===== src/shared/vector_select_defines.svh =====
// Constants for the reset and interrupt vector address generator
`ifndef VECTOR_SELECT_DEFINES_SVH
`define VECTOR_SELECT_DEFINES_SVH

`define VEC_ADDR_W 12
`define VEC_NUM_SRC 25
`define VEC_RESET_ADDR 12'h000
`define VEC_TABLE_BASE 12'h001
`define VEC_BOOT_RESET_ADDR 12'hC00
`define VEC_FUSE_UNPROGRAMMED 1'b1
// Settle count reached once the fuse synchroniser holds the real level
`define VEC_FUSE_SETTLE 2'h2

`endif


===== src/shared/vector_select_pkg.sv =====
// Types for the reset and interrupt vector address generator
package vector_select_pkg;
  // Fetch redirect sequencer states
  typedef enum logic [1:0] {
    st_reset,
    st_idle,
    st_vector
  } vec_state_t;
  // One bit per interrupt source, bit 0 is the highest priority entry
  typedef logic [24:0] irq_vec_t;
  typedef logic [11:0] vec_addr_t;
endpackage : vector_select_pkg


===== src/core/reset_interrupt_vector_select.sv =====
// Reset and interrupt vector address generator for the core fetch unit
`timescale 1ns/100ps
`include "vector_select_defines.svh"

module reset_interrupt_vector_select #(
  parameter int NUM_SRC = `VEC_NUM_SRC,                 // Interrupt table entries
  parameter logic [11:0] BOOT_START = `VEC_BOOT_RESET_ADDR // Boot flash section start
) (
  input wire logic sys_clk,                             // Core clock
  input wire logic rst_n,                               // Any system reset, low active
  input wire logic boot_reset_select_fuse,              // Fuse level, 0 = programmed
  input wire logic vector_table_select,                 // Control bit from core control reg
  input wire vector_select_pkg::irq_vec_t irq_pending,  // Enabled and flagged requests
  input wire logic irq_accept,                          // Core takes an interrupt now
  output logic fetch_redirect,                          // One-cycle: load vector_addr
  output vector_select_pkg::vec_addr_t vector_addr,     // Word address of the vector slot
  output logic reset_fetch,                             // Redirect is the reset vector
  output vector_select_pkg::irq_vec_t irq_taken         // One-hot source that was taken
);
  import vector_select_pkg::*;

  // Fuse is a static level from the nonvolatile array, double sampled anyway
  logic fuse_meta;
  logic fuse_sync;
  // Current and next sequencer state
  vec_state_t state;
  vec_state_t next_state;
  // Registered outputs and their next values
  logic next_fetch_redirect;
  vec_addr_t next_vector_addr;
  logic next_reset_fetch;
  irq_vec_t next_irq_taken;
  // Fuse captured after reset release
  logic fuse_held;
  logic next_fuse_held;
  // Edges counted after release while the fuse synchroniser fills
  logic [1:0] settle_cnt;
  logic [1:0] next_settle_cnt;
  // Priority encoder results
  logic [4:0] win_idx;
  logic win_any;

  // Two-flop synchroniser for the fuse level
  always_ff @(posedge sys_clk or negedge rst_n) begin
    if (!rst_n) begin
      fuse_meta <= `VEC_FUSE_UNPROGRAMMED;
      fuse_sync <= `VEC_FUSE_UNPROGRAMMED;
    end else begin
      fuse_meta <= boot_reset_select_fuse;
      fuse_sync <= fuse_meta;
    end
  end

  // Lowest numbered pending request wins; later bits cannot override
  always_comb begin
    win_idx = 5'h00;
    win_any = 1'b0;
    for (int i = NUM_SRC - 1; i >= 0; i--) begin
      if (irq_pending[i]) begin
        win_idx = 5'(i);
        win_any = 1'b1;
      end
    end
  end

  // Next-value logic for the fetch redirect sequencer
  always_comb begin
    next_state = state;
    next_fetch_redirect = 1'b0;
    next_vector_addr = vector_addr;
    next_reset_fetch = 1'b0;
    next_irq_taken = '0;
    next_fuse_held = fuse_held;
    next_settle_cnt = settle_cnt;
    case (state)
      // Wait until both synchroniser flops hold the fuse level, not their reset value
      st_reset: begin
        if (settle_cnt == `VEC_FUSE_SETTLE) begin
          // Second flop now valid: capture the fuse once
          next_state = st_vector;
          next_fuse_held = fuse_sync;
        end else begin
          // Still filling the synchroniser
          next_settle_cnt = settle_cnt + 2'h1;
        end
      end
      // Reset vector goes out before any interrupt is looked at
      st_vector: begin
        next_state = st_idle;
        next_fetch_redirect = 1'b1;
        next_reset_fetch = 1'b1;
        if (fuse_held == `VEC_FUSE_UNPROGRAMMED) begin
          next_vector_addr = `VEC_RESET_ADDR;
        end else begin
          next_vector_addr = BOOT_START;
        end
      end
      // Interrupt acceptance: only an enabled, pending source redirects
      st_idle: begin
        if (irq_accept && win_any) begin
          next_fetch_redirect = 1'b1;
          next_irq_taken = irq_vec_t'(1) << win_idx;
          // Slot offset is table start plus index, table in order of sources
          if (vector_table_select) begin
            next_vector_addr = BOOT_START + `VEC_TABLE_BASE + 12'(win_idx);
          end else begin
            next_vector_addr = `VEC_TABLE_BASE + 12'(win_idx);
          end
        end
      end
      default: begin
        next_state = st_reset;
        next_settle_cnt = 2'h0;
      end
    endcase
  end

  // State and output registers
  always_ff @(posedge sys_clk or negedge rst_n) begin
    if (!rst_n) begin
      state <= st_reset;
      fetch_redirect <= 1'b0;
      vector_addr <= `VEC_RESET_ADDR;
      reset_fetch <= 1'b0;
      irq_taken <= '0;
      fuse_held <= `VEC_FUSE_UNPROGRAMMED;
      settle_cnt <= 2'h0;
    end else begin
      state <= next_state;
      fetch_redirect <= next_fetch_redirect;
      vector_addr <= next_vector_addr;
      reset_fetch <= next_reset_fetch;
      irq_taken <= next_irq_taken;
      fuse_held <= next_fuse_held;
      settle_cnt <= next_settle_cnt;
    end
  end

  // Every table entry lands at its own slot, in either table position
  for (genvar g = 0; g < NUM_SRC; g++) begin : g_slot

  end
endmodule : reset_interrupt_vector_select


===== config.mk =====
export PLATFORM = sky130hd
export DESIGN_NAME = reset_interrupt_vector_select
export DESIGN_NICKNAME = d
export VERILOG_FILES = /design/src/shared/vector_select_pkg.sv /design/src/core/reset_interrupt_vector_select.sv
export VERILOG_INCLUDE_DIRS = /design/src /design/src/shared
export SDC_FILE = /design/constraint.sdc
export NUM_CORES = 1
export LEC_CHECK = 0
export ABC_AREA = 1
export BUFFER_PORTS_ARGS = -buffer_cell sky130_fd_sc_hd__buf_2
export CORE_ASPECT_RATIO = 1.2
export CORE_UTILIZATION = 44
export DETAILED_ROUTE_END_ITERATION = 16
export PLACE_DENSITY = 0.77
export SETUP_SLACK_MARGIN = 0.2
export SLEW_MARGIN = 30
export SYNTH_ARGS = -nofsm -noshare
export SYNTH_HDL_FRONTEND = slang
export SYNTH_SLANG_ARGS = --single-unit

===== constraint.sdc =====
create_clock -name sys_clk -period 1.8 [get_ports sys_clk]
set_clock_uncertainty 0.2 [all_clocks]
set_input_delay 0.09 -clock sys_clk [delete_from_list [all_inputs] [get_ports sys_clk]]
set_output_delay 0.09 -clock sys_clk [all_outputs]
set_load 0.01 [all_outputs]

### Yosys cells after proc, flatten, opt, wreduce, memory -nomap -nowiden

Cells that the tools add are included.

* shifts and indexed selects: 1
* mux-type cells: 63
* bitwise gates (word level): 2
* reduce and logical (&&, ||, !) cells: 8
* add/subtract/negate cells: 3
* eq/ne operators: 6

Operators by type and width (number)
* 2-to-1 mux 5 bit: 25
* 2-to-1 mux 25 bit: 2
* 2-to-1 mux 12 bit: 3
* 2-to-1 mux 1 bit: 27
* << shifter 1 x 5 -> 25 bit, first input constant: 1
* one-hot mux 12 bit (2 select lines): 1
* adder 11 x 6 -> 12 bit, first input constant: 1
* AND reduction 2 bit: 4
* adder 1 x 5 -> 6 bit, first input constant: 1
* inequality test 2 bit, second input constant: 3
* one-hot mux 2 bit (3 select lines): 1
* == test 2 bit, second input constant: 2
* 2-to-1 mux 2 bit: 2
* one-hot mux 2 bit (2 select lines): 1
* adder 2 x 1 -> 2 bit, second input constant: 1
* == test 2 x 1 -> 1 bit, second input constant: 1
* logical NOT 2 bit: 1
* inverter 1 bit: 2
* one-hot mux 1 bit (2 select lines): 1
* nonzero test 2 bit: 1
* OR reduction 2 bit: 1
* logical AND 1 bit: 1

* word-level logic and storage cells: 92
* input port bits: 30
* flip-flop bits (word level): 46
* output and inout port bits: 39

### Depth between registers and ports, before layout

Gate-level depths: netlist of the first run.

* depth in word-level cells: 29
* depth in mapped cells: 29
* gate-level depth less buffers: 29

### Worst setup path before layout of the first run

No wires, ideal clock.

* path kind: input-to-reg
* from: input irq_pending[22]
* to: register vector_addr[2]
* setup slack: -378 ps
* buffers on the path: 0
* setup time: 121 ps
* cell stages on the path: 28
* arrival: 1857 ps
* data required time: 1479 ps
* cell sequence: inv_1 > nand2_1 > nand2_1 > nand2_1 > nand2_1 > nand2_1 > nand2_1 > nand2_1 > nand2_1 > nand2_1 > nand2_1 > nand2_1 > nand2_1 > nand2_1 > nand2_1 > nand2_1 > nand2_1 > nand2_1 > nand2_1 > nand2_1 > nand2_1 > nand2_1 > nand2_2 > nand2_2 > inv_2 > ha_1 > ha_1 > a22o_1

* word-level cells in the longest chain between the ends: 27
* elaborated cells on any way between the ends: 54
* classes of those cells: 2 x add/sub; 1 x eq/ne; 49 x mux; 2 x reduce/logical

RTL lines
* from (decl): RTL line reset_interrupt_vector_select.sv:13 `input wire vector_select_pkg::irq_vec_t irq_pending,`
* 2-to-1 mux 5 bit (23 in a row): RTL line reset_interrupt_vector_select.sv:59 `if (irq_pending[i]) begin`
* adder 11 x 6 -> 12 bit or adder 1 x 5 -> 6 bit (tied branches)
* 2-to-1 mux 12 bit: RTL line reset_interrupt_vector_select.sv:104 `if (vector_table_select) begin`
* 2-to-1 mux 12 bit: RTL line reset_interrupt_vector_select.sv:100 `if (irq_accept && win_any) begin`
* one-hot mux 12 bit (2 select lines): RTL line reset_interrupt_vector_select.sv:75 `case (state)`
* to (signal assigned): RTL line reset_interrupt_vector_select.sv:123 `` vector_addr <= `VEC_RESET_ADDR; ``
* to (signal assigned): RTL line reset_interrupt_vector_select.sv:131 `vector_addr <= next_vector_addr;`
* to (decl): RTL line reset_interrupt_vector_select.sv:16 `output vector_select_pkg::vec_addr_t vector_addr,`

Several ways; a longest one is shown, not always the timed one. The select of a mux whose other input is x is not followed.
A chain may end at the register's enable or synchronous reset.

### Worst setup path after layout of the first run

* from: input irq_pending[22]
* to: register irq_taken[3]

* word-level cells in the longest chain between the ends: 26
* elaborated cells on any way between the ends: 50
* classes of those cells: 1 x shift; 48 x mux; 1 x reduce/logical

RTL lines
* 2-to-1 mux 5 bit or 2-to-1 mux 1 bit (tied branches) (23 in a row): RTL line reset_interrupt_vector_select.sv:59
* << shifter 1 x 5 -> 25 bit or logical AND 1 bit (tied branches): RTL line reset_interrupt_vector_select.sv:102, reset_interrupt_vector_select.sv:100
* 2-to-1 mux 25 bit (*): RTL line reset_interrupt_vector_select.sv:100
* 2-to-1 mux 25 bit (*): RTL line reset_interrupt_vector_select.sv:75
* net next_irq_taken[3]: RTL line reset_interrupt_vector_select.sv:32 `irq_vec_t next_irq_taken;`
* to (signal assigned): RTL line reset_interrupt_vector_select.sv:133 `irq_taken <= next_irq_taken;`
* to (decl): RTL line reset_interrupt_vector_select.sv:18 `output vector_select_pkg::irq_vec_t irq_taken`

Mark *: on every way through the listed nets, which the timed path passes. The rest lies on a longest branch.

==> results of run 1 <==
==> path summary, 6_finish.rpt <==
check | start | endpoint | slack [ns] | depth (start not counted)
worst min-delay path | irq_pending[0] | vector_addr[3] | 0.02 | 6
min in group asynchronous | rst_n | irq_taken[21] | 0.17 | 3
max in group asynchronous | rst_n | fuse_meta | 0.86 | 3
worst max register to register | state[1] | irq_taken[6] | -0.01 | 6
worst min register to register | fuse_meta | fuse_sync | 0.16 | 0
worst max-delay path | irq_pending[22] | irq_taken[3] | -0.16 | 31
==> routing by layer <==
| layer | part of all wire (%) | wire length, um | GRT usage [%] | vias to the layer above |
|---|---|---|---|---|
| li1 | - | - | - | 937 |
| met1 | 38 | 1890 | 21.0 | 879 |
| met2 | 54 | 2690 | 39.7 | 67 |
| met3 | 4.5 | 226 | 3.94 | 15 |
| met4 | 3.4 | 167 | 7.75 | 0 |
| met5 | 0 | 0 | 0 | - |
==> cells in the mapped netlist <==
| cell | n |
|---|---|
| nand2_2 | 3 |
| nor2_1 | 36 |
| nor4_1 | 3 |
| a22o_1 | 1 |
| conb_1 | 1 |
| mux2_2 | 1 |
| nor3_1 | 4 |
| o21ai_2 | 1 |
| nand3_1 | 17 |
| buf_4 | 5 |
| inv_1 | 40 |
| dfrtp_1 | 38 |
| a21oi_1 | 4 |
| ha_1 | 10 |
| inv_2 | 1 |
| nand3_2 | 1 |
| bufinv_8 | 1 |
| o22ai_1 | 2 |
| o311ai_1 | 1 |
| nand4_1 | 3 |
| nand2_1 | 48 |
| clkinv_1 | 3 |
| o21ai_0 | 5 |
| dfstp_2 | 3 |
| o21ai_1 | 1 |
==> power breakdown <==
part	total, mW	switching, mW	leakage (nW)	internal (mW)
clock	0.579	0.311	0.0439	0.267
sequential	0.949	0.00831	0.542	0.941
combinational	0.317	0.164	1.07	0.153
total	1.85	0.483	1.66	1.36
==> state kept, by name, summed over array words and instances (netlist names) <==
register        cells
reset_fetch         1
fuse_meta           1
fuse_held           1
fetch_redirect      1
settle_cnt          2
vector_addr         7
fuse_sync           1
state               2
irq_taken          25
==> logic make-up (layout without fill, tap and decap cells) <==
logic type | after synthesis | in the layout
and+or+nand+nor | 115 | 115
AOI/OAI and AO/OA | 15 | 15
other | 1 | 4
muxes | 1 | 1
adders and majority gates | 10 | 10
buffers and inverters | 50 | 163
DFF | 41 | 41
==> final cells by class <==
class	instances	area share, %
flip-flops and latches	41	33.1
multi-input cells	145	32.5
repair buffers	110	23.0
inverters	45	6.36
well taps	56	2.25
clock buffers	5	2.21
clock inverters	3	0.563
==> timing repair <==
action | CTS | global route
pin swaps | 21 | 13
endpoints found under the setup margin | 32 | 36
buffers inserted | 8 | 8
gates cloned | 0 | 0
hold buffers | 3 | 0
hold endpoints to repair | 43 | 0
resized for setup | 35 | 40
==> critical path, delay by kind of cell <==
kind	cells	cell delay (ns)
simple gates	25	1.21
buf+inv	4	0.36
fa+ha+maj	2	0.31
==> metrics.csv, run 1 <==
stage,metric,value,unit
worst_setup_path,slowest_stage,ha_4,
placement,dpl.hpwl,3080,um
sta,fin_crit,1.96,ns
synth,yosys.area_share.simple,24.8,%
grt,grt_max_degree,42,
synth,synthMuxAreaShare,0.573,%
cts,cts.clk_slew.worst_paths,0.08,ns
cts,h-tree-depth,2,
sta,finalMaxSlewViolations,0,
run,cap_violations,0,
grt,track_usage,20.1,%
synth,yosysUniqueCellTypes,25,
drt,via_count,1898,
sta,rsz0062_at_grt,true,
floorplan,die-area,4740,um2
placement,dpl_worst_slack,-0.531,ns
floorplan,die_y,75.2,um
placement,dp.cells,378,
drt,avgRoutedWirePerCell,12.3,um
finish,fillCellCount,303,
power_and_ir_drop,peakVddDrop,0.000343,V
floorplan,core,4260,um2
synth,postSynthAreaPerCell,8.44,um2
power_and_ir_drop,p_leak,1.66,nW
finish,multiInputGateArea,1010,um2
min_path,hold_path.class,in2reg,
finish,post-route-util,73.0,%
drt,ant_nets,0,
cts,clk_latency,0.29,ns
finish,antenna_cells,0,
grt,antenna_found_initial,0,
worst_setup_path,arrival,1.98,ns
finish,layout_commonest_cell,buf_2,
worst_setup_path,cp_max_fo,3,
sta,tns,-2.91,ns
finish,final_cell_mix,"61 x buf_2, 41 x nand2_1, 39 x buf_4, 38 x dfrtp_1, 32 x inv_1",
sta,setup_viol,29,
floorplan,core.rowCount,26,
finish,final_nets,388,
drt,firstDrtPassIters,4,
synth,synth_top_area_share,48.4,%
drt,routed_wl,4980,um
worst_setup_path,worstSetupPathType,in2reg,
grt,grt_pass1_wl,7200,um
synth,synth_warnings,0,
power_and_ir_drop,power.density,593,nW/um2
synth,yosysSeqAreaShare,52.4,%
synth,synth_top_family_by_area,simple AND/OR/NAND/NOR gates,
synth,syn_area,1970,um2
placement,gp_congestion,0.868,
sta,holdWs,0.0248,ns
placement,port_buffers,64,
drt,drt_iter0_markers,44,
finish,fin_area,3110,um2
finish,syn_to_final_growth,58.2,%
worst_setup_path,crit_required,1.82,ns
floorplan,initial_core_util,46.1,%
grt,grt_pass1_vias,1708,
finish,ff_latch_area,1030,um2
cts,cts_sinks,41,
sta,setup_ws,-0.162,ns
synth,ys_ff_latch,41,
drt,drc,0,
synth,yosys.area.top_type,dfrtp_1,
sta,hold_violations,0,
finish,drive_gt1_share,50.7,%
power_and_ir_drop,power.total,1.85,mW
drt,vias_per_cell,4.69,
synth,synthTopCellsByArea,"dfrtp_1 48%, nand2_1 9.2%, inv_1 7.6%, nor2_1 6.9%, ha_1 6.4%",
synth,synth_compound_area_share,4.52,%
sta,period_share,109,%
cts,numCtsBuffers,5,
worst_setup_path,worstSetupEndpointType,flop,
outcome,status,"complete, but fails checks",
outcome,violations,setup timing,
floorplan,die_width,63.0,um
finish,instances_no_fill,405,
grt,grt_overflow_total,0,
cts,clk_path_buf_depth,2,
synth,synth-xor-area-share,0,%
placement,dpl_cell_area,2570,um2
worst_setup_path,crit_path_start_kind,primary input,
synth,synthAdderAreaFrac,6.37,%
floorplan,io_pins,69,
synth,syn_inst,233,
cts,cts_tree,yes,
worst_setup_path,cp_slowest_stage_delay,0.16,ns
worst_setup_path,crit_top_cell,nand2_1,
cts,cts_root_buf,clkbuf_8,
sta,fmax,510,MHz
Power figures use the tool's default switching activity.
==> run 2, diff against run 1 <==
--- a/config.mk
+++ b/config.mk
@@ -8,7 +8,7 @@
 export LEC_CHECK = 0
 export ABC_AREA = 1
 export BUFFER_PORTS_ARGS = -buffer_cell sky130_fd_sc_hd__buf_2
-export CORE_ASPECT_RATIO = 1.2
+export CORE_ASPECT_RATIO = 0.8
 export CORE_UTILIZATION = 44
 export DETAILED_ROUTE_END_ITERATION = 16
 export PLACE_DENSITY = 0.77
==> run 2 against run 1 <==
Net effect:
- the flow still finishes with violations (setup timing)
- setup slack better by 0.036 ns
- design area decreased by 5.8%
- highest routed layer unchanged
- critical endpoint is now vector_addr[2]
- count of clock-buffer cells in the layout did not move
- largest cell class unchanged
- register-to-register slack better by 0.09 ns
- sequential share of layout area increased by 2.1 points
- critical path depth fell by 2
- sequential cell count unchanged
- sequential power about the same
==> metrics.csv, run 2 (synthesized netlist as in run 1, its figures left out) <==
stage,metric,value,unit,change
grt,grt_pass1_wl,7200,um,about the same
outcome,status,"complete, but fails checks",,unchanged
floorplan,io_pins,69,,unchanged
floorplan,die_width,76.7,um,was 63.0 um
floorplan,core.rowCount,21,,was 26
drt,via_count,1760,,was 1898
sta,relSlewSlack,65.3,%,
sta,worstMarginPinSlew,0.520,ns,
drt,ant_nets,0,,unchanged
cts,clk_path_buf_depth,2,,unchanged
worst_setup_path,crit_required,1.80,ns,was 1.82 ns
power_and_ir_drop,power.total,1.96,mW,was 1.85 mW
worst_setup_path,worstSetupEndpointType,flop,,unchanged
power_and_ir_drop,power.density,670,nW/um2,was 593 nW/um2
drt,drt_iter0_markers,47,,was 44
finish,final_cell_mix,"61 x buf_2, 44 x nand2_1, 38 x dfrtp_1, 35 x inv_1, 29 x nor2_1",,"was 61 x buf_2, 41 x nand2_1, 39 x buf_4, 38 x dfrtp_1, 32 x inv_1"
cts,clk_latency,0.30,ns,was 0.29 ns
sta,fin_crit,1.93,ns,was 1.96 ns
floorplan,initial_core_util,46.5,%,was 46.1%
sta,fmax,519,MHz,was 510 MHz
sta,hold_violations,0,,unchanged
placement,dp.cells,375,,was 378
worst_setup_path,arrival,1.93,ns,was 1.98 ns
finish,layout_commonest_cell,buf_2,,unchanged
cts,cts_sinks,41,,unchanged
finish,largest_reg_flops,25,,unchanged
cts,cts_tree,yes,,unchanged
drt,firstDrtPassIters,4,,unchanged
drt,vias_per_cell,4.49,,was 4.69
cts,cts_root_buf,clkbuf_8,,unchanged
placement,dpl_worst_slack,-0.526,ns,was -0.531 ns
finish,final_nets,374,,was 388
grt,grt_pass1_vias,1688,,was 1708
placement,gp_congestion,0.822,,was 0.868
sta,setup_ws,-0.125,ns,was -0.162 ns
grt,antenna_found_initial,0,,unchanged
finish,instances_no_fill,392,,was 405
cts,h-tree-depth,2,,unchanged
power_and_ir_drop,peakVddDrop,0.000513,V,was 0.000343 V
finish,fin_area,2930,um2,was 3110 um2
worst_setup_path,path_buf_inv,3,,was 4
floorplan,die-area,4740,um2,about the same
min_path,hold_path.class,in2reg,,unchanged
drt,drc,0,,unchanged
worst_setup_path,crit_path_start_kind,primary input,,unchanged
run,cap_violations,0,,unchanged
sta,tns,-1.50,ns,was -2.91 ns
worst_setup_path,slowest_stage,ha_4,,unchanged
worst_setup_path,cp_max_fo,3,,unchanged
sta,period_share,107,%,was 109%
finish,ff_latch_area,1030,um2,unchanged
sta,finalMaxSlewViolations,0,,unchanged
sta,setup_viol,25,,was 29
cts,cts.clk_slew.worst_paths,0.08,ns,about the same
power_and_ir_drop,p_leak,1.59,nW,was 1.66 nW
finish,top_register,irq_taken,,unchanged
cts,numCtsBuffers,5,,unchanged
worst_setup_path,cp_slowest_stage_delay,0.19,ns,was 0.16 ns
finish,syn_to_final_growth,49.0,%,was 58.2%
finish,multiInputGateArea,912,um2,was 1010 um2
outcome,violations,setup timing,,unchanged
floorplan,core,4230,um2,was 4260 um2
finish,largestRegisters,"irq_taken x25, vector_addr x7",,unchanged
finish,post-route-util,69.2,%,was 73.0%
placement,port_buffers,64,,unchanged
drt,avgRoutedWirePerCell,11.1,um,was 12.3 um
sta,rsz0062_at_grt,true,,unchanged
grt,grt_max_degree,23,,was 42
finish,fillCellCount,337,,was 303
worst_setup_path,worstSetupPathType,in2reg,,unchanged
worst_setup_path,crit_top_cell,nand2_1,,unchanged
sta,holdWs,0.0171,ns,was 0.0248 ns
finish,antenna_cells,0,,unchanged
floorplan,die_y,61.8,um,was 75.2 um
drt,routed_wl,4340,um,was 4980 um
grt,grt_overflow_total,0,,unchanged
finish,drive_gt1_share,44.2,%,was 50.7%
placement,dpl.hpwl,3130,um,was 3080 um
placement,dpl_cell_area,2550,um2,was 2570 um2
worst_setup_path,crit_family,simple AND/OR/NAND/NOR gates,,unchanged
grt,track_usage,20.0,%,was 20.1%
==> run 2: worst min-delay path: cells and delay by family <==
family,cells,cell delay [ns]
buf+inv,2,0.23
compound gates,1,0.05
simple gates,1,0.11
==> run 2: metal layers <==
metal	track usage, %	share of wire [%]	vias up
met5	0	0	-
met4	7.97	1.5	0
met3	7.45	5.6	7
met2	35.5	48	45
met1	22.7	44	796
li1	-	-	912
==> run 2: layout make-up <==
cell class	count	area share [%]
flip-flops and latches	41	35.2
multi-input cells	145	31.1
repair buffers	96	20.7
inverters	45	6.62
well taps	57	2.43
clock buffers	5	2.35
clock inverters	3	1.58
==> run 2: path summary, 6_finish.rpt <==
path	startpoint	end	slack [ns]	cells past startpoint
worst max register to register	state[1]	irq_taken[1]	0.08	7
worst max-delay path	irq_pending[22]	vector_addr[2]	-0.13	29
max in group asynchronous	rst_n	irq_taken[19]	0.83	3
worst min register to register	fuse_meta	fuse_sync	0.16	0
worst min-delay path	irq_accept	fetch_redirect	0.02	4
min in group asynchronous	rst_n	vector_addr[2]	0.09	2
==> run 2: power by group <==
part	internal (mW)	switching (mW)	total (mW)	leakage (nW)
logic	0.129	0.148	0.277	0.998
registers	0.941	0.00767	0.949	0.542
clock network	0.415	0.321	0.736	0.0543
==> run 2: timing repair <==
item                                    CTS  global route
hold buffers                              3             0
pin swaps                                20            10
gates resized for setup                  24            20
endpoints found under the setup margin   31            34
setup buffers                             5             1
endpoints found under the hold margin    43             0
==> run 3, diff against run 2 <==
--- a/config.mk
+++ b/config.mk
@@ -6,9 +6,9 @@
 export SDC_FILE = /design/constraint.sdc
 export NUM_CORES = 1
 export LEC_CHECK = 0
-export ABC_AREA = 1
 export BUFFER_PORTS_ARGS = -buffer_cell sky130_fd_sc_hd__buf_2
 export CORE_ASPECT_RATIO = 0.8
+export CORE_MARGIN = 3
 export CORE_UTILIZATION = 44
 export DETAILED_ROUTE_END_ITERATION = 16
 export PLACE_DENSITY = 0.77
==> run 3 against run 2 <==
Net effect:
- the run now ends clean
- sequential power increased by 0.5%
- final cell count fell by 6.9%
- clock power barely moved
- critical endpoint unchanged
- global-route usage about the same
- design area up 4.5%
- utilization grew 6.7 points
- sequential share of layout area fell by 1.5 points
- register-to-register slack improved by 0.02 ns
- maximum frequency increased by 7.4%
==> metrics.csv, run 3 <==
stage,metric,value,unit,change
outcome,status,"finished, final reports clean",,"was complete, but fails checks"
sta,hold_violations,0,,unchanged
synth,synth_top_area_share,48.7,%,was 48.4%
grt,grt_pass1_wl,8100,um,was 7200 um
synth,synth_flop_cell,dfrtp_1,,unchanged
finish,drive_gt1_share,54.8,%,was 44.2%
sta,period_share,99.6,%,was 107%
synth,syn_area,1950,um2,was 1970 um2
worst_setup_path,reg2reg_to,vector_addr[4],,was irq_taken[1]
cts,cts_sinks,41,,unchanged
drt,vias_per_cell,4.92,,was 4.49
cts,cts_tree,yes,,unchanged
floorplan,die_width,80.4,um,was 76.7 um
placement,dpl_cell_area,2610,um2,was 2550 um2
min_path,hold_path_startpoint,irq_accept,,unchanged
drt,drc,0,,unchanged
floorplan,io_pins,69,,unchanged
grt,met1_usage,25.4,%,was 22.7%
min_path,hold_path_depth,5,,was 4
worst_setup_path,worstSetupPathType,in2reg,,unchanged
finish,fin_area,3060,um2,was 2930 um2
floorplan,die-area,5270,um2,was 4740 um2
worst_setup_path,worstSetupEndpointType,flop,,unchanged
placement,dpl.hpwl,3500,um,was 3130 um
cts,cts_root_buf,clkbuf_8,,unchanged
worst_setup_path,r2r-start,state[0],,was state[1]
cts,clk_latency,0.29,ns,was 0.30 ns
worst_setup_path,critical_path.startpoint,irq_pending[22],,unchanged
sta,rsz0062_at_grt,true,,unchanged
grt,use_met3,4.25,%,was 7.45%
grt,grt-busiest-layer,met2,,unchanged
power_and_ir_drop,peakVddDrop,0.000509,V,was 0.000513 V
sta,fmax,558,MHz,was 519 MHz
grt,use_met2,34.0,%,was 35.5%
finish,ff_latch_area,1030,um2,unchanged
sta,finalMaxSlewViolations,0,,unchanged
grt,grt_pass1_vias,1793,,was 1688
finish,layout_commonest_cell,buf_2,,unchanged
synth,ys_ff_latch,41,,unchanged
cts,cts.clk_slew.worst_paths,0.08,ns,about the same
grt,grt_overflow_total,0,,unchanged
sta,fin_crit,1.79,ns,was 1.93 ns
floorplan,die_y,65.6,um,was 61.8 um
worst_setup_path,arrival,1.76,ns,was 1.93 ns
sta,setup_viol,0,,was 25
drt,routed_wl,5030,um,was 4340 um
min_path,hold_path.class,in2reg,,unchanged
drt,drt_iter0_markers,52,,was 47
cts,clk_path_buf_depth,2,,unchanged
synth,syn_inst,194,,was 233
sta,holdWs,0.0243,ns,was 0.0171 ns
worst_setup_path,crit_required,1.77,ns,was 1.80 ns
finish,final_nets,349,,was 374
synth,yosysSeqAreaShare,52.8,%,was 52.4%
placement,gp_congestion,0.817,,was 0.822
grt,antenna_found_initial,0,,unchanged
floorplan,core.rowCount,20,,was 21
finish,antenna_cells,0,,unchanged
synth,async_flop_share,100,%,unchanged
synth,synth_commonest_cells,"38 x dfrtp_1, 38 x nor2_1, 21 x nand2_1",,"was 48 x nand2_1, 40 x inv_1, 38 x dfrtp_1"
placement,port_buffers,64,,unchanged
finish,top_register,irq_taken,,unchanged
power_and_ir_drop,p_leak,1.53,nW,was 1.59 nW
drt,firstDrtPassIters,4,,unchanged
synth,postSynthAreaPerCell,10.1,um2,was 8.44 um2
floorplan,initial_core_util,48.4,%,was 46.5%
synth,synth_edf_count,0,,unchanged
floorplan,core,4030,um2,was 4230 um2
drt,avgRoutedWirePerCell,13.8,um,was 11.1 um
run,cap_violations,0,,unchanged
drt,ant_nets,0,,unchanged
drt,via_count,1795,,was 1760
synth,yosysUniqueCellTypes,43,,was 25
finish,fillCellCount,251,,was 337
worst_setup_path,crit_path_start_kind,primary input,,unchanged
finish,largest_reg_flops,25,,unchanged
synth,synth_warnings,0,,unchanged
cts,h-tree-depth,2,,unchanged
finish,largestRegisters,"irq_taken x25, vector_addr x7",,unchanged
worst_setup_path,reg2reg_depth,5,,was 7
cts,numCtsBuffers,5,,unchanged
min_path,holdPathEnd,irq_taken[24],,was fetch_redirect
power_and_ir_drop,power.density,654,nW/um2,was 670 nW/um2
grt,grt_max_degree,42,,was 23
synth,synthTopCellsByArea,"dfrtp_1 49%, nor2_1 7.3%, ha_1 6.4%, dfstp_2 4.0%, nand2_1 4.0%",,"was dfrtp_1 48%, nand2_1 9.2%, inv_1 7.6%, nor2_1 6.9%, ha_1 6.4%"
synth,yosys.area.top_type,dfrtp_1,,unchanged
worst_setup_path,rrSetupSlack,0.10,ns,was 0.08 ns
grt,track_usage,20.0,%,about the same
finish,syn_to_final_growth,56.9,%,was 49.0%
worst_setup_path,cp_max_fo,3,,unchanged
finish,multiInputGateArea,1080,um2,was 912 um2
finish,final_cell_mix,"59 x buf_2, 42 x buf_4, 38 x dfrtp_1, 30 x nor2_1, 13 x nand2_1",,"was 61 x buf_2, 44 x nand2_1, 38 x dfrtp_1, 35 x inv_1, 29 x nor2_1"
## run 3: worst max path at each step
stage	to	slack (ns)	cells past startpoint
floorplan	vector_addr[2]	-0.08	10
global placement	vector_addr[2]	-0.28	11
detailed placement	vector_addr[2]	-0.31	11
CTS	vector_addr[2]	0.07	11
global route	vector_addr[2]	-0.06	11
finish	vector_addr[2]	0.007	11
## run 3: repair_timing
item                                    4_1_cts  5_1_grt
setup buffers                                 6        1
gates resized for setup                      35       20
endpoints found under the setup margin       32       34
pin swaps                                    18       10
cloned                                        0        0
hold endpoints to repair                     44        0
hold buffers                                  5        0
## run 3: layout make-up
class / instances / area share [%]
inverter: 12 / 1.55
multi-input combinational: 138 / 35.4
clock inverter: 3 / 1.51
sequential: 41 / 33.6
timing repair buffer: 111 / 23.4
tap: 55 / 2.25
clock buffer: 5 / 2.25
## run 3: worst max-delay path, cell delays in order
cell and delay, ns:
buf_6 0.09, nand2b_4 0.12, a221oi_2 0.23, o211ai_1 0.13, a311o_1 0.35, a21o_1 0.20, inv_2 0.09, ha_4 0.15
ha_4 0.20, nand2_2 0.04, o21ai_1 0.06
## run 3: kinds of logic (layout without fill, tap and decap cells)
family	Yosys count	count (layout)	synth area share [%]
AND/OR/NAND/NOR	88	88	21.4
flip-flops	41	41	52.8
AO/OA/AOI/OAI	32	32	12.2
buffers and inverters	18	131	4.94
adder cells (fa/ha/maj)	10	10	6.41
multiplexers	4	4	2.12
other	1	4	0.192
## run 3: layer usage
| metal | share of wire, % | routed length, um |
|---|---|---|
| met1 | 44 | 2200 |
| met2 | 50 | 2500 |
| met3 | 5.2 | 264 |
| met4 | 1.3 | 65 |
| met5 | 0 | 0 |
## run 3: power breakdown
part / internal (mW) / total [mW] / switching (mW) / leakage [nW]
clock: 0.415 / 0.735 / 0.320 / 0.0543
combinational: 0.150 / 0.312 / 0.161 / 0.933
sequential: 0.944 / 0.954 / 0.0105 / 0.540
total: 1.51 / 2.00 / 0.492 / 1.53
## run 3: per-stage QoR
step           power [mW]  utilization, %  std cells  setup TNS (ns)  worst slack (ns)
4_1_cts              1.99            73.9        364               0            0.0653
2_1_floorplan        1.08               -        197          -0.199           -0.0789
6_report             2.00            76.0        365               0           0.00714
5_1_grt              2.08            76.0        365          -0.386           -0.0608
3_3_place_gp         1.21            64.9        345           -5.91            -0.276
3_5_place_dp         1.21            64.9        345           -6.72            -0.309
